<file path="config.mk">
export PLATFORM = sky130hd
export DESIGN_NAME = tbpwm_top
export DESIGN_NICKNAME = d
export VERILOG_FILES = /design/src/hw/tbpwm_pkg.sv /design/src/hw/tbpwm_top.sv
export SDC_FILE = /design/constraint.sdc
export NUM_CORES = 1
export LEC_CHECK = 0
export BUFFER_PORTS_ARGS = -buffer_cell sky130_fd_sc_hd__buf_2
export CAP_MARGIN = 5
export CORE_MARGIN = 1
export CORE_UTILIZATION = 29
export CTS_CLUSTER_SIZE = 16
export DETAILED_ROUTE_END_ITERATION = 8
export GPL_TIMING_DRIVEN = 0
export PLACE_DENSITY = 0.54
export SYNTH_ARGS = -nofsm -noshare
export SYNTH_HDL_FRONTEND = slang
export SYNTH_SLANG_ARGS = --single-unit
</file>
<file path="constraint.sdc">
create_clock -name pclk -period 2.2 [get_ports pclk]
set_input_delay 0.11 -clock pclk [delete_from_list [all_inputs] [get_ports pclk]]
set_output_delay 0.11 -clock pclk [all_outputs]
set_load 0.005 [all_outputs]
</file>
<file path="src/hw/tbpwm_pkg.sv">
// package for the timer based pwm unit: register map, fields, reset values
// Behaviour
// - pwm mode drives pin, 10-bit duty
// - control written zero clears output latch
// - period is (limit+1)*4*prescale oscillator periods
// - counter clears after matching period limit
// - boundary sets pin unless duty zero
// - boundary copies duty into shadow and latch
// - duty byte is msbs, control 5:4 lsbs
// - high time is duty*osc*prescale
// - duty writes take effect next boundary
// - shadow register is read-only in pwm
// - shadow plus 2-bit latch double buffer
// - pin clears when shadow matches extended counter
// - duty beyond period keeps pin high
// - prescale factors 1, 4, 16
// - auto-shutdown only on unit one
// - mode 0000 turns unit off, resets
package tbpwm_pkg;
  localparam logic [11:0] OFS_COUNT = 12'h000;
  localparam logic [11:0] OFS_PERIOD = 12'h004;
  localparam logic [11:0] OFS_TBCTL = 12'h008;
  localparam logic [11:0] OFS_U1_LOW = 12'h00C;
  localparam logic [11:0] OFS_U1_SHADOW = 12'h010;
  localparam logic [11:0] OFS_U1_CTL = 12'h014;
  localparam logic [11:0] OFS_U2_LOW = 12'h018;
  localparam logic [11:0] OFS_U2_SHADOW = 12'h01C;
  localparam logic [11:0] OFS_U2_CTL = 12'h020;
  localparam logic [11:0] OFS_SHUTDOWN = 12'h024;
  localparam logic [11:0] OFS_DEADBAND = 12'h028;
  localparam logic [7:0] RST_BYTE = 8'h00;
  localparam logic [7:0] RST_PERIOD = 8'hFF;
  localparam int TB_ON_BIT = 2;
  localparam int SHUT_EN_BIT = 7;
  localparam logic [7:0] TBCTL_MASK = 8'h7F;
  localparam logic [7:0] U2CTL_MASK = 8'h3F;
  localparam logic [1:0] PRE_DIV1 = 2'h0;
  localparam logic [1:0] PRE_DIV4 = 2'h1;
  localparam logic [1:0] PRE_DIV16A = 2'h2;
  localparam logic [1:0] PRE_DIV16B = 2'h3;
  localparam logic [1:0] PWM_MODE_TOP = 2'h3;
  localparam logic [1:0] PHASE_LAST = 2'h3;
  localparam logic [3:0] PRE_LAST1 = 4'h0;
  localparam logic [3:0] PRE_LAST4 = 4'h3;
  localparam logic [3:0] PRE_LAST16 = 4'hF;
  localparam logic [3:0] MODE_OFF = 4'h0;

  typedef struct packed {
    logic [7:0] low;
    logic [7:0] shadow;
    logic [1:0] latch;
    logic out;
  } tbpwm_unit_t;
endpackage : tbpwm_pkg

</file>
<file path="src/hw/tbpwm_top.sv">
// timer based pwm unit: timebase, two pwm channels, apb registers
`timescale 1ns/1ps
`default_nettype none
module tbpwm_top (
  // apb
  input wire logic pclk,
  input wire logic presetn,
  input wire logic psel,
  input wire logic penable,
  input wire logic pwrite,
  input wire logic [11:0] paddr,
  input wire logic [31:0] pwdata,
  output logic [31:0] prdata,
  output logic pready,
  output logic pslverr,
  // shutdown request pin for unit one
  input wire logic shutdown_in,
  // pwm pins
  output logic pwm_output_pin_one,
  output logic pwm_output_pin_two
);
  logic [7:0] timebase_count, period_limit, timebase_control;
  logic [7:0] unit1_control, unit2_control, auto_shutdown_control, dead_band_restart_control;
  tbpwm_pkg::tbpwm_unit_t u1, u2;
  logic [3:0] prescale_count;
  logic [1:0] phase;
  logic sd_meta, sd_sync, shutdown_active;

  wire wr = psel && penable && pwrite;
  wire hit_count = paddr == tbpwm_pkg::OFS_COUNT;
  wire hit_period = paddr == tbpwm_pkg::OFS_PERIOD;
  wire hit_tbctl = paddr == tbpwm_pkg::OFS_TBCTL;
  wire hit_u1low = paddr == tbpwm_pkg::OFS_U1_LOW;
  wire hit_u1sh = paddr == tbpwm_pkg::OFS_U1_SHADOW;
  wire hit_u1ctl = paddr == tbpwm_pkg::OFS_U1_CTL;
  wire hit_u2low = paddr == tbpwm_pkg::OFS_U2_LOW;
  wire hit_u2sh = paddr == tbpwm_pkg::OFS_U2_SHADOW;
  wire hit_u2ctl = paddr == tbpwm_pkg::OFS_U2_CTL;
  wire hit_sd = paddr == tbpwm_pkg::OFS_SHUTDOWN;
  wire hit_db = paddr == tbpwm_pkg::OFS_DEADBAND;
  wire mapped = hit_count | hit_period | hit_tbctl | hit_u1low | hit_u1sh | hit_u1ctl
              | hit_u2low | hit_u2sh | hit_u2ctl | hit_sd | hit_db;

  assign pready = 1'b1;
  assign pslverr = psel && penable && !mapped;

  // prescaler: quarter-cycle phase plus prescale terminal count
  wire [1:0] presel = timebase_control[1:0];
  wire tb_on = timebase_control[tbpwm_pkg::TB_ON_BIT];
  wire [3:0] pre_max = (presel == tbpwm_pkg::PRE_DIV1) ? tbpwm_pkg::PRE_LAST1 :
                       (presel == tbpwm_pkg::PRE_DIV4) ? tbpwm_pkg::PRE_LAST4 : tbpwm_pkg::PRE_LAST16;
  // one timebase increment every 4 * prescale clocks
  wire tick = tb_on && phase == tbpwm_pkg::PHASE_LAST && prescale_count == pre_max;
  wire boundary = tick && timebase_count == period_limit;
  // 2 low-order bits below the counter: phase for 1:1, prescaler bits otherwise
  wire [1:0] fine = (presel == tbpwm_pkg::PRE_DIV1) ? phase :
                    (presel == tbpwm_pkg::PRE_DIV4) ? prescale_count[1:0] : prescale_count[3:2];
  wire [9:0] fine_count = {timebase_count, fine};
  // compare against the value the fine count takes at this edge: the pin is a flop,
  // so matching the current value would stretch every pulse by one clock
  wire fine_step = tb_on && (presel == tbpwm_pkg::PRE_DIV1 || (phase == tbpwm_pkg::PHASE_LAST
                   && (presel == tbpwm_pkg::PRE_DIV4 || prescale_count[1:0] == tbpwm_pkg::PHASE_LAST)));
  wire [9:0] fine_next = fine_count + 10'h001;

  function automatic logic is_pwm(input logic [7:0] ctl);
    is_pwm = ctl[3:2] == tbpwm_pkg::PWM_MODE_TOP;
  endfunction : is_pwm

  function automatic tbpwm_pkg::tbpwm_unit_t step_unit(input tbpwm_pkg::tbpwm_unit_t u,
      input logic [7:0] ctl, input logic [9:0] fc, input logic stp, input logic bnd, input logic kill);
    tbpwm_pkg::tbpwm_unit_t n;
    logic [9:0] duty;
    n = u;
    duty = {u.low, ctl[5:4]};
    if (ctl[3:0] == tbpwm_pkg::MODE_OFF) begin
      n.out = 1'b0;
      n.shadow = tbpwm_pkg::RST_BYTE;
      n.latch = 2'h0;
    end else if (!is_pwm(ctl) || kill) begin
      n.out = 1'b0;
    end else if (bnd) begin
      n.shadow = duty[9:2];
      n.latch = duty[1:0];
      n.out = duty != 10'h000;
    end else if (stp && {u.shadow, u.latch} == fc) begin
      n.out = 1'b0;
    end
    return n;
  endfunction : step_unit

  wire [7:0] wbyte = pwdata[7:0];

  always_ff @(posedge pclk or negedge presetn) begin
    if (!presetn) begin
      phase <= 2'h0;
      prescale_count <= 4'h0;
    end else if (!tb_on) begin
      phase <= phase;
    end else begin
      phase <= phase + 2'h1;
      if (phase == tbpwm_pkg::PHASE_LAST) begin
        prescale_count <= (prescale_count == pre_max) ? 4'h0 : prescale_count + 4'h1;
      end
    end
  end

  always_ff @(posedge pclk or negedge presetn) begin
    if (!presetn) begin
      timebase_count <= tbpwm_pkg::RST_BYTE;
    end else if (wr && hit_count) begin
      timebase_count <= wbyte;
    end else if (boundary) begin
      timebase_count <= 8'h00;
    end else if (tick) begin
      timebase_count <= timebase_count + 8'h01;
    end
  end

  // shutdown pin synchroniser; unit two has no shutdown path
  always_ff @(posedge pclk or negedge presetn) begin
    if (!presetn) begin
      sd_meta <= 1'b0;
      sd_sync <= 1'b0;
    end else begin
      sd_meta <= shutdown_in;
      sd_sync <= sd_meta;
    end
  end
  assign shutdown_active = auto_shutdown_control[tbpwm_pkg::SHUT_EN_BIT] && sd_sync;

  always_ff @(posedge pclk or negedge presetn) begin
    if (!presetn) begin
      period_limit <= tbpwm_pkg::RST_PERIOD;
      timebase_control <= tbpwm_pkg::RST_BYTE;
      unit1_control <= tbpwm_pkg::RST_BYTE;
      unit2_control <= tbpwm_pkg::RST_BYTE;
      auto_shutdown_control <= tbpwm_pkg::RST_BYTE;
      dead_band_restart_control <= tbpwm_pkg::RST_BYTE;
    end else if (wr) begin
      if (hit_period) period_limit <= wbyte;
      if (hit_tbctl) timebase_control <= wbyte & tbpwm_pkg::TBCTL_MASK;
      if (hit_u1ctl) unit1_control <= wbyte;
      if (hit_u2ctl) unit2_control <= wbyte & tbpwm_pkg::U2CTL_MASK;
      if (hit_sd) auto_shutdown_control <= wbyte;
      if (hit_db) dead_band_restart_control <= wbyte;
    end
  end

  // unit state: duty low byte is software's, shadow and latch are hardware's
  tbpwm_pkg::tbpwm_unit_t n1, n2;
  assign n1 = step_unit(u1, unit1_control, fine_next, fine_step, boundary, shutdown_active);
  assign n2 = step_unit(u2, unit2_control, fine_next, fine_step, boundary, 1'b0);

  always_ff @(posedge pclk or negedge presetn) begin
    if (!presetn) begin
      u1 <= '0;
      u2 <= '0;
    end else begin
      u1 <= n1;
      u2 <= n2;
      // writes to the shadow are dropped: it is read-only in pwm
      if (wr && hit_u1low) u1.low <= wbyte;
      if (wr && hit_u2low) u2.low <= wbyte;
    end
  end

  assign pwm_output_pin_one = u1.out;
  assign pwm_output_pin_two = u2.out;

  wire [7:0] rbyte = hit_count ? timebase_count :
                     hit_period ? period_limit :
                     hit_tbctl ? timebase_control :
                     hit_u1low ? u1.low :
                     hit_u1sh ? u1.shadow :
                     hit_u1ctl ? unit1_control :
                     hit_u2low ? u2.low :
                     hit_u2sh ? u2.shadow :
                     hit_u2ctl ? unit2_control :
                     hit_sd ? auto_shutdown_control :
                     hit_db ? dead_band_restart_control : 8'h00;
  assign prdata = {24'h000000, rbyte};
endmodule : tbpwm_top
`default_nettype wire

</file>
==> impl_metrics.ini, run 1 <==
[status]
outcome = finished, violations left
violations = negative setup slack

[pwr]
combPwrFrac = 0.076
irDropWorstVdd_v = 0.0003339
power_density_mw_per_mm2 = 482.3
power_frac_clock = 0.447
switchingPower_mw = 0.9967
leakagePower_nw = 3.368
pwr-share-seq = 0.477
internal-power_mw = 2.837
p_sw_frac = 0.2600
total_power_mw = 3.834

[synthesis]
syn-instance-count = 613
synthTopCellsByArea = dfrtp_1 (37%), mux2_2 (12%), dfstp_2 (3.4%)
syn_area_mm2 = 0.006150
ys.warnings.count = 0
ys_async_sr_fraction = 1.000
yosysTopAreaCellShare = 0.3703
yosys.area.top_type = dfrtp_1
ys_ff_latch = 99
synth-seq-area-share = 0.4045
synth_enable_flop_cells = 0
syn_avg_cell_area_um2 = 10.03
synthFlopType = dfrtp_1
synth.distinct_cells = 70

[route]
drc_errors = 0
wl_per_cell_um = 20.56
antenna_left = 0
vias_per_cell = 5.454
wirelength_mm = 20.36
drtPass1Iterations = 5
vias = 5399
drtIter0Drc = 351

[timing]
finalSetupTns_ns = -1.625
max-slew-margin-rel = 0.2881
skew_ns = 0.01293
max_freq_ghz = 0.4373
rsz0062_at_grt = yes
worst_slack_ns = -0.08662
slew_violations = 0
period_minus_slack_ns = 2.287
period_share = 1.039
finalHoldViolations = 0
setup_viol = 25
worst_slew_pin_slew_ns = 1.059

[final_layout]
diodes = 0
final_cell_mix = dfrtp_1 (83), mux2_2 (62), buf_4 (53), buf_2 (38), nand2_1 (36)
final_area_mm2 = 0.007949
final_layout_size_suffix_gt1_frac = 0.4000
layout_commonest_cell = dfrtp_1
fin_nets = 768
final_cells = 990
fillers = 2040
syn2layout_area_growth_pct = 29.26

[floorplan]
placementRows = 52
die_x_um = 147.6
die_y_um = 147.6
initial_utilization = 0.3001
core-area_mm2 = 0.02049
die-area_mm2 = 0.02179
io_pins = 86

[setup_path]
r2r_cells = 7
path_cells = or3_4 -> a2111oi_4 -> o21ai_2 -> buf_4 -> a2111oi_4 -> nor2_4 -> a22o_1
rr_startpoint = timebase_control[0]
crit_family = compound AO/OA/AOI/OAI gates
ff2ff_setup_slack_ns = -0.09
cp_common_cell = a2111oi_4
r2r_end = u1[10]
critPathArrivalTime_ns = 2.54
critical-path-max-stage-delay_ns = 0.45
crit_slowest_cell = dfrtp_2
end_kind = flip-flop
start_kind = flip-flop
crit_required_ns = 2.46
cp_max_fo = 10
setup.worst_path.class = flip-flop to flip-flop
critPathBufInv = 1

[clocking]
cts_tree = yes
cts_htree_levels = 3
cts_num_sinks = 99
insertion_delay_ns = 0.37
cts-root-buf = clkbuf_16
cts.clk_slew.worst_paths_ns = 0.08
cts_max_path_buffers = 2
cts_buffers = 9

[placement]
placed_cells = 941
gp_congestion = 0.9547
dpl_worst_slack_ns = -0.4752
post-dp-hpwl_mm = 14.41
io_buffer_count = 34
dpl_cell_area_mm2 = 0.006774

[hold_path]
hold_path_class = input port to flip-flop
min_path_cells = 3
hp-start = pwdata[3]
worstHoldEndpoint = timebase_count[3]

[grt]
grt_usage = 0.1889
grt_max_degree = 68
grt-ovfl-total = 0
grt_antenna_before_repair = 1
grt_first_pass_wirelength_mm = 30.77
first_global_vias = 4973

[flow_run]
maxCapViolations = 0
[worst reg2reg max path: stages (launching register included)]
cell and delay, ns:
dfrtp_2 0.45, or3_4 0.39, a2111oi_4 0.40, o21ai_2 0.13, buf_4 0.17, a2111oi_4 0.29
nor2_4 0.13, a22o_1 0.22
[what timing repair did]
action | CTS | global route
hold buffers | 2 | 0
pin swaps | 18 | 40
gates cloned | 1 | 1
endpoints found under the setup margin | 37 | 37
setup buffers | 16 | 18
hold endpoints to repair | 33 | 0
gates resized for setup | 62 | 74
[worst max-delay path by stage]
stage / slack, ns / startpoint / depth (start not counted) / end
after floorplan: 0.03 / timebase_control[0] / 7 / u1[4]
after global placement: -0.53 / timebase_count[1] / 7 / pwm_output_pin_one
after detailed placement: -0.48 / timebase_count[1] / 8 / u2[2]
after CTS: -0.08 / timebase_control[0] / 9 / u2[2]
after global routing: -0.18 / prescale_count[0] / 7 / u1[7]
final: -0.09 / timebase_control[0] / 7 / u1[10]
[cell usage after synthesis (all sizes together), types with 5 or more instances]
library cell / n
a2111oi: 7
a21o: 5
a21oi: 34
a221oi: 5
a22o: 20
a22oi: 6
a31oi: 8
buf: 40
clkbuf: 22
dfrtp: 91
dfstp: 8
inv: 12
mux2: 63
mux2i: 16
nand2: 39
nand2b: 10
nand3: 9
nor2: 40
nor2b: 5
nor3: 18
nor4: 18
o21ai: 26
o22ai: 10
or3: 11
xnor2: 22
xor2: 10
[cell type report]
class	instances	area, µm²	share of cell area
tap	270	337.8	0.04250
timing repair buffer	72	556.8	0.07005
inverter	12	47.55	0.005981
clock buffer	9	225.2	0.02833
buffer	57	429.2	0.05399
multi-input combinational	464	3761	0.4732
clock inverter	7	93.84	0.01181
sequential	99	2497	0.3142
[flip-flops by register name, summed over array words and instances, names as in the netlist, 4 cells and up]
| signal | cells |
|---|---|
| n1 | 8 |
| dead_band_restart_control | 8 |
| u1 | 10 |
| timebase_control | 7 |
| auto_shutdown_control | 8 |
| period_limit | 8 |
| timebase_count | 8 |
| u2 | 10 |
| unit2_control | 6 |
| unit1_control | 8 |
| prescale_count | 4 |
| n2 | 8 |
[through the flow]
step                      hold WS, ns  utilization
after detailed placement       0.1091       0.3305
after global routing           0.1618       0.3879
after CTS                      0.1230       0.3647
after floorplan               -0.1856            -
final                          0.1542       0.3879
after global placement         0.2224       0.3291
[power by group through the flow]
| stage | registers (mW) | clock network, mW | logic, mW |
|---|---|---|---|
| after global routing | 1.83 | 1.81 | 0.317 |
| after detailed placement | 1.86 | 0 | 0.268 |
| final | 1.83 | 1.71 | 0.293 |
| after CTS | 1.83 | 1.75 | 0.279 |
| after global placement | 1.86 | 0 | 0.262 |
| after floorplan | 1.86 | 0 | 0.132 |
[metal layers]
metal / wire length (µm) / GRT usage / vias up
li1: - / - / 2449
met3: 1342 / 0.03951 / 41
met4: 460 / 0.05722 / 2
met1: 9312 / 0.2676 / 2662
met2: 9232 / 0.2880 / 245
met5: 8 / 0 / -
[logic make-up (layout without fill, tap and decap cells)]
family / Yosys count / count (layout) / share of synthesized area
AO/OA/AOI/OAI: 154 / 154 / 0.1788
XOR/XNOR: 32 / 32 / 0.04557
adder cells (fa/ha/maj): 3 / 3 / 0.006104
buffers and inverters: 74 / 157 / 0.06734
flip-flops: 99 / 99 / 0.4045
multiplexers: 82 / 82 / 0.1530
other: 2 / 25 / 0.001221
AND/OR/NAND/NOR: 167 / 168 / 0.1434
Power figures use the tool's default switching activity.
==> inputs of run 2 (changes only) <==
Settings changed: CORE_UTILIZATION 29 to 28, PLACE_DENSITY 0.54 to 0.52.
==> run 2 against run 1 <==
The flow still finishes with violations (negative setup slack). Total power decreased by 2.4%. Register-to-register slack about the same. Clock-buffer cell count rose by 2. Cell count down 1.0%. Setup slack better by 0.011 ns.
==> impl_metrics.ini, run 2 (synthesis results as in run 1) <==
[final_layout]
final_cell_mix = dfrtp_1 (80), mux2_2 (63), buf_4 (46), buf_2 (37), nand2_1 (37)
layout_commonest_cell = dfrtp_1
final_cells = 980
final_area_mm2 = 0.007771
fin_util = 0.3651
reg_top3 = u1 x10, u2 x10
syn2layout_area_growth_pct = 26.37
final_layout_size_suffix_gt1_frac = 0.3816
diodes = 0
fin_nets = 753

[placement]
post-dp-hpwl_mm = 14.84
gp_congestion = 0.9307
io_buffer_count = 34
placed_cells = 946
dpl_worst_slack_ns = -0.4409
dpl_cell_area_mm2 = 0.006773

[timing]
worst_slew_pin_slew_ns = 1.125
max-slew-margin-rel = 0.2437
period_minus_slack_ns = 2.276
worst_slack_ns = -0.07566
setup_viol = 16
rsz0062_at_grt = yes
skew_ns = 0.008091
max_freq_ghz = 0.4394
period_share = 1.034
finalSetupTns_ns = -0.6631
finalHoldViolations = 0
slew_violations = 0

[route]
antenna_left = 0
vias = 5268
drtIter0Drc = 399
wl_per_cell_um = 21.22
drtPass1Iterations = 5
drc_errors = 0
vias_per_cell = 5.376
wirelength_mm = 20.79

[grt]
grt_max_degree = 60
grt-ovfl-total = 0
grt_antenna_before_repair = 0
first_global_vias = 5046
grt_first_pass_wirelength_mm = 31.22
grt_usage = 0.1892

[setup_path]
cp_max_fo = 10
setup.worst_path.class = flip-flop to flip-flop
critPathArrivalTime_ns = 2.57
crit_required_ns = 2.49
end_kind = flip-flop
start_kind = flip-flop

[floorplan]
die_y_um = 150.2
io_pins = 86
placementRows = 53
die-area_mm2 = 0.02256
initial_utilization = 0.2889
die_x_um = 150.2
core-area_mm2 = 0.02129

[clocking]
cts_max_path_buffers = 2
insertion_delay_ns = 0.35
cts_num_sinks = 99
cts_buffers = 9
cts.clk_slew.worst_paths_ns = 0.07
cts-root-buf = clkbuf_16
cts_htree_levels = 3
cts_tree = yes

[pwr]
power_density_mw_per_mm2 = 481.5
internal-power_mw = 2.810
combPwrFrac = 0.077
irDropWorstVdd_v = 0.0003071
power_frac_clock = 0.435
pwr-share-seq = 0.488
p_sw_frac = 0.2490
leakagePower_nw = 3.253
switchingPower_mw = 0.9318

[status]
outcome = finished, violations left
violations = negative setup slack

[flow_run]
maxCapViolations = 0

[hold_path]
hold_path_class = input port to flip-flop
run 2: cell type report:
class                   count  area (µm²)
fillers                  2116       13520
multi-input cells         464        3770
flip-flops and latches     99        2501
repair buffers             59       416.7
plain buffers              55       399.1
well taps                 275       344.1
clock buffers              11       232.7
clock inverters             5       62.56
inverters                  12       45.04
run 2: path summary, 6_finish.rpt:
path,cells after the start,startpoint,end,slack [ns]
min in group asynchronous,2,presetn,n2[11],0.40
hold reg to reg,0,sd_meta,sd_sync,0.37
hold / removal,3,pwdata[7],timebase_count[7],0.14
max in group asynchronous,3,presetn,period_limit[0],1.03
setup reg to reg,7,prescale_count[1],u1[9],-0.08
setup / recovery,7,prescale_count[1],u1[9],-0.08
run 2: routing by layer:
layer | track usage | share of wire | vias up
met5 | 0 | 0 | -
met2 | 0.2949 | 0.46 | 218
met3 | 0.02121 | 0.060 | 34
li1 | - | - | 2409
met4 | 0.08131 | 0.031 | 0
met1 | 0.2644 | 0.45 | 2607
run 2: through the flow:
| step | hold WS (ns) | power, mW |
|---|---|---|
| finish | 0.1444 | 3.742 |
| global route | 0.1820 | 3.864 |
| CTS | 0.1436 | 3.755 |
| detailed placement | 0.2301 | 2.130 |
| global placement | 0.2184 | 2.125 |
| floorplan | -0.1856 | 1.993 |
run 2: power groups by stage:
stage          Sequential (mW)  Clock (mW)  Combinational, mW
2_1_floorplan             1.86           0              0.132
3_3_place_gp              1.86           0              0.263
4_1_cts                   1.83        1.65              0.278
5_1_grt                   1.83        1.72              0.316
3_5_place_dp              1.86           0              0.267
6_report                  1.83        1.63              0.288
run 2: worst max-delay path, stage by stage (launching register included):
cell	delay, ns
dfrtp_2	0.43
or3_4	0.40
a2111oi_4	0.44
o21ai_4	0.11
buf_12	0.14
a2111oi_4	0.27
buf_4	0.26
a22o_1	0.16
run 2: repair_timing:
action,CTS,global route
endpoints found under the setup margin,38,43
hold buffers,2,0
gates resized for setup,68,60
pin swaps,14,20
gates cloned,1,0
hold endpoints to repair,56,0
setup buffers,16,6
==> inputs of run 3 (changes only) <==
Settings changed: PLACE_DENSITY 0.52 to 0.51.
Clock period 2.2 ns to 2.7 ns, I/O delays scaled along.
==> run 3 against run 2 <==
The run now ends clean. Highest routed layer unchanged. Total power fell by 19%. First-iteration DRC count rose by 19%. Flip-flop and latch count did not move.
==> impl_metrics.ini, run 3 (synthesis results as in run 1) <==
[status]
outcome = finished, final reports clean

[route]
vias_per_cell = 5.269
drtPass1Iterations = 5
wl_per_cell_um = 20.55
vias = 5074
drtIter0Drc = 475
drc_errors = 0
antenna_left = 0
wirelength_mm = 19.79

[clocking]
cts_htree_levels = 3
cts.clk_slew.worst_paths_ns = 0.07
cts_max_path_buffers = 2
cts-root-buf = clkbuf_16
cts_setup_buffers = 0
insertion_delay_ns = 0.36
cts_buffers = 9
cts_num_sinks = 99
cts_tree = yes

[final_layout]
fillers = 2153
final_cell_mix = dfrtp_1 (91), mux2_2 (63), buf_2 (40), nand2_1 (38), nor2_1 (37)
syn2layout_area_growth_pct = 15.58
reg_top3 = u1 x10, u2 x10
diodes = 0
fin_util = 0.3339
final_cells = 963
final_area_mm2 = 0.007108
seqCellArea_mm2 = 0.002487
multi_input_area_mm2 = 0.003344
fin_nets = 736
layout_commonest_cell = dfrtp_1
final_layout_size_suffix_gt1_frac = 0.2631

[timing]
max-slew-margin-rel = 0.2979
setup_viol = 0
finalHoldViolations = 0
skew_ns = 0.009011
rsz0062_at_grt = yes
period_share = 0.9634
hold_ws_ns = 0.1690
slew_violations = 0
max_freq_ghz = 0.3845
period_minus_slack_ns = 2.601
worst_slew_pin_slew_ns = 1.044

[grt]
grt_antenna_before_repair = 0
grt_max_degree = 52
grt_usage = 0.1827
first_global_vias = 4787
grt_first_pass_wirelength_mm = 30.16
grt-ovfl-total = 0

[setup_path]
critPathArrivalTime_ns = 2.47
cp_max_fo = 10
setup.worst_path.class = input port to output pin
start_kind = input port
critical-path-max-stage-delay_ns = 0.54
end_kind = output pin
ff2ff_setup_slack_ns = 0.17
crit_family = buffers and inverters
path_cells = buf_2 -> buf_1 -> clkbuf_1 -> clkbuf_1 -> o21ai_0 -> a21oi_1 -> o22ai_1 -> o21ai_0 -> buf_2
critPathBufInv = 5
crit_slowest_cell = clkbuf_1
crit_required_ns = 2.57

[floorplan]
core-area_mm2 = 0.02129
die-area_mm2 = 0.02256
die_x_um = 150.2
placementRows = 53
die_y_um = 150.2
initial_utilization = 0.2889
io_pins = 86

[pwr]
power_density_mw_per_mm2 = 428.5
leakagePower_nw = 3.022
irDropWorstVdd_v = 0.0002389
total_power_mw = 3.046

[placement]
dpl_cell_area_mm2 = 0.006780
gp_congestion = 0.8803
io_buffer_count = 34
placed_cells = 946
post-dp-hpwl_mm = 14.69

[flow_run]
maxCapViolations = 0

[hold_path]
hold_path_class = input port to flip-flop
run 3: cell count changes in the layout (fill, tap and decap cells not counted), moves of 7 or more:
| cell | previous run | this run |
|---|---|---|
| a21oi_1 | 26 | 34 |
| dfrtp_1 | 80 | 91 |
| dfrtp_2 | 11 | 0 |
| clkbuf_1 | 9 | 20 |
| nor3_1 | 7 | 16 |
| buf_4 | 46 | 27 |
| a21oi_2 | 7 | 0 |
| nor4_1 | 8 | 15 |
| nor2_4 | 8 | 0 |
run 3: layout make-up:
cell class	instances	share of cell area
clock buffers	12	0.03468
multi-input cells	463	0.4705
plain buffers	61	0.05193
inverters	12	0.006337
well taps	275	0.04841
clock inverters	4	0.007217
flip-flops and latches	99	0.3499
repair buffers	37	0.03098
run 3: where the power goes:
part	total [mW]	internal, mW	switching (mW)
Sequential	1.49	1.49	0.00292
Clock	1.34	0.746	0.590
Combinational	0.221	0.0748	0.146
run 3: worst paths after layout:
check	end	cells past startpoint	start
setup reg to reg	u2[10]	8	timebase_count[6]
hold reg to reg	sd_sync	0	sd_meta
min in group asynchronous	unit2_control[4]	2	presetn
hold / removal	timebase_count[6]	3	pwdata[6]
setup / recovery	prdata[5]	9	paddr[2]
max in group asynchronous	period_limit[1]	3	presetn
run 3: timing repair:
action,4_1_cts,5_1_grt
setup endpoints to repair,0,15
endpoints found under the hold margin,51,0
resized for setup,0,8
hold buffers,2,0
run 3: per-layer routing:
metal | track usage | part of all wire | vias up
li1 | - | - | 2381
met1 | 0.2631 | 0.49 | 2499
met2 | 0.2775 | 0.44 | 168
met3 | 0.02697 | 0.047 | 26
met4 | 0.06162 | 0.021 | 0
met5 | 0 | 0 | -
run 3: worst reg2reg max path: cells and delay by family (launching register included):
kind | cells | cell delay [ns]
and+or+nand+nor | 4 | 1.06
buffers and inverters | 2 | 0.69
DFF | 1 | 0.32
AOI/OAI and AO/OA | 1 | 0.23
xor gates and xnor gates | 1 | 0.13
run 3: metrics by stage:
step | setup TNS [ns] | setup slack [ns]
floorplan | 0 | 0.5322
global placement | -0.09009 | -0.04261
detailed placement | 0 | 0.02620
CTS | 0 | 0.01628
global route | -0.06393 | -0.06393
finish | 0 | 0.09894
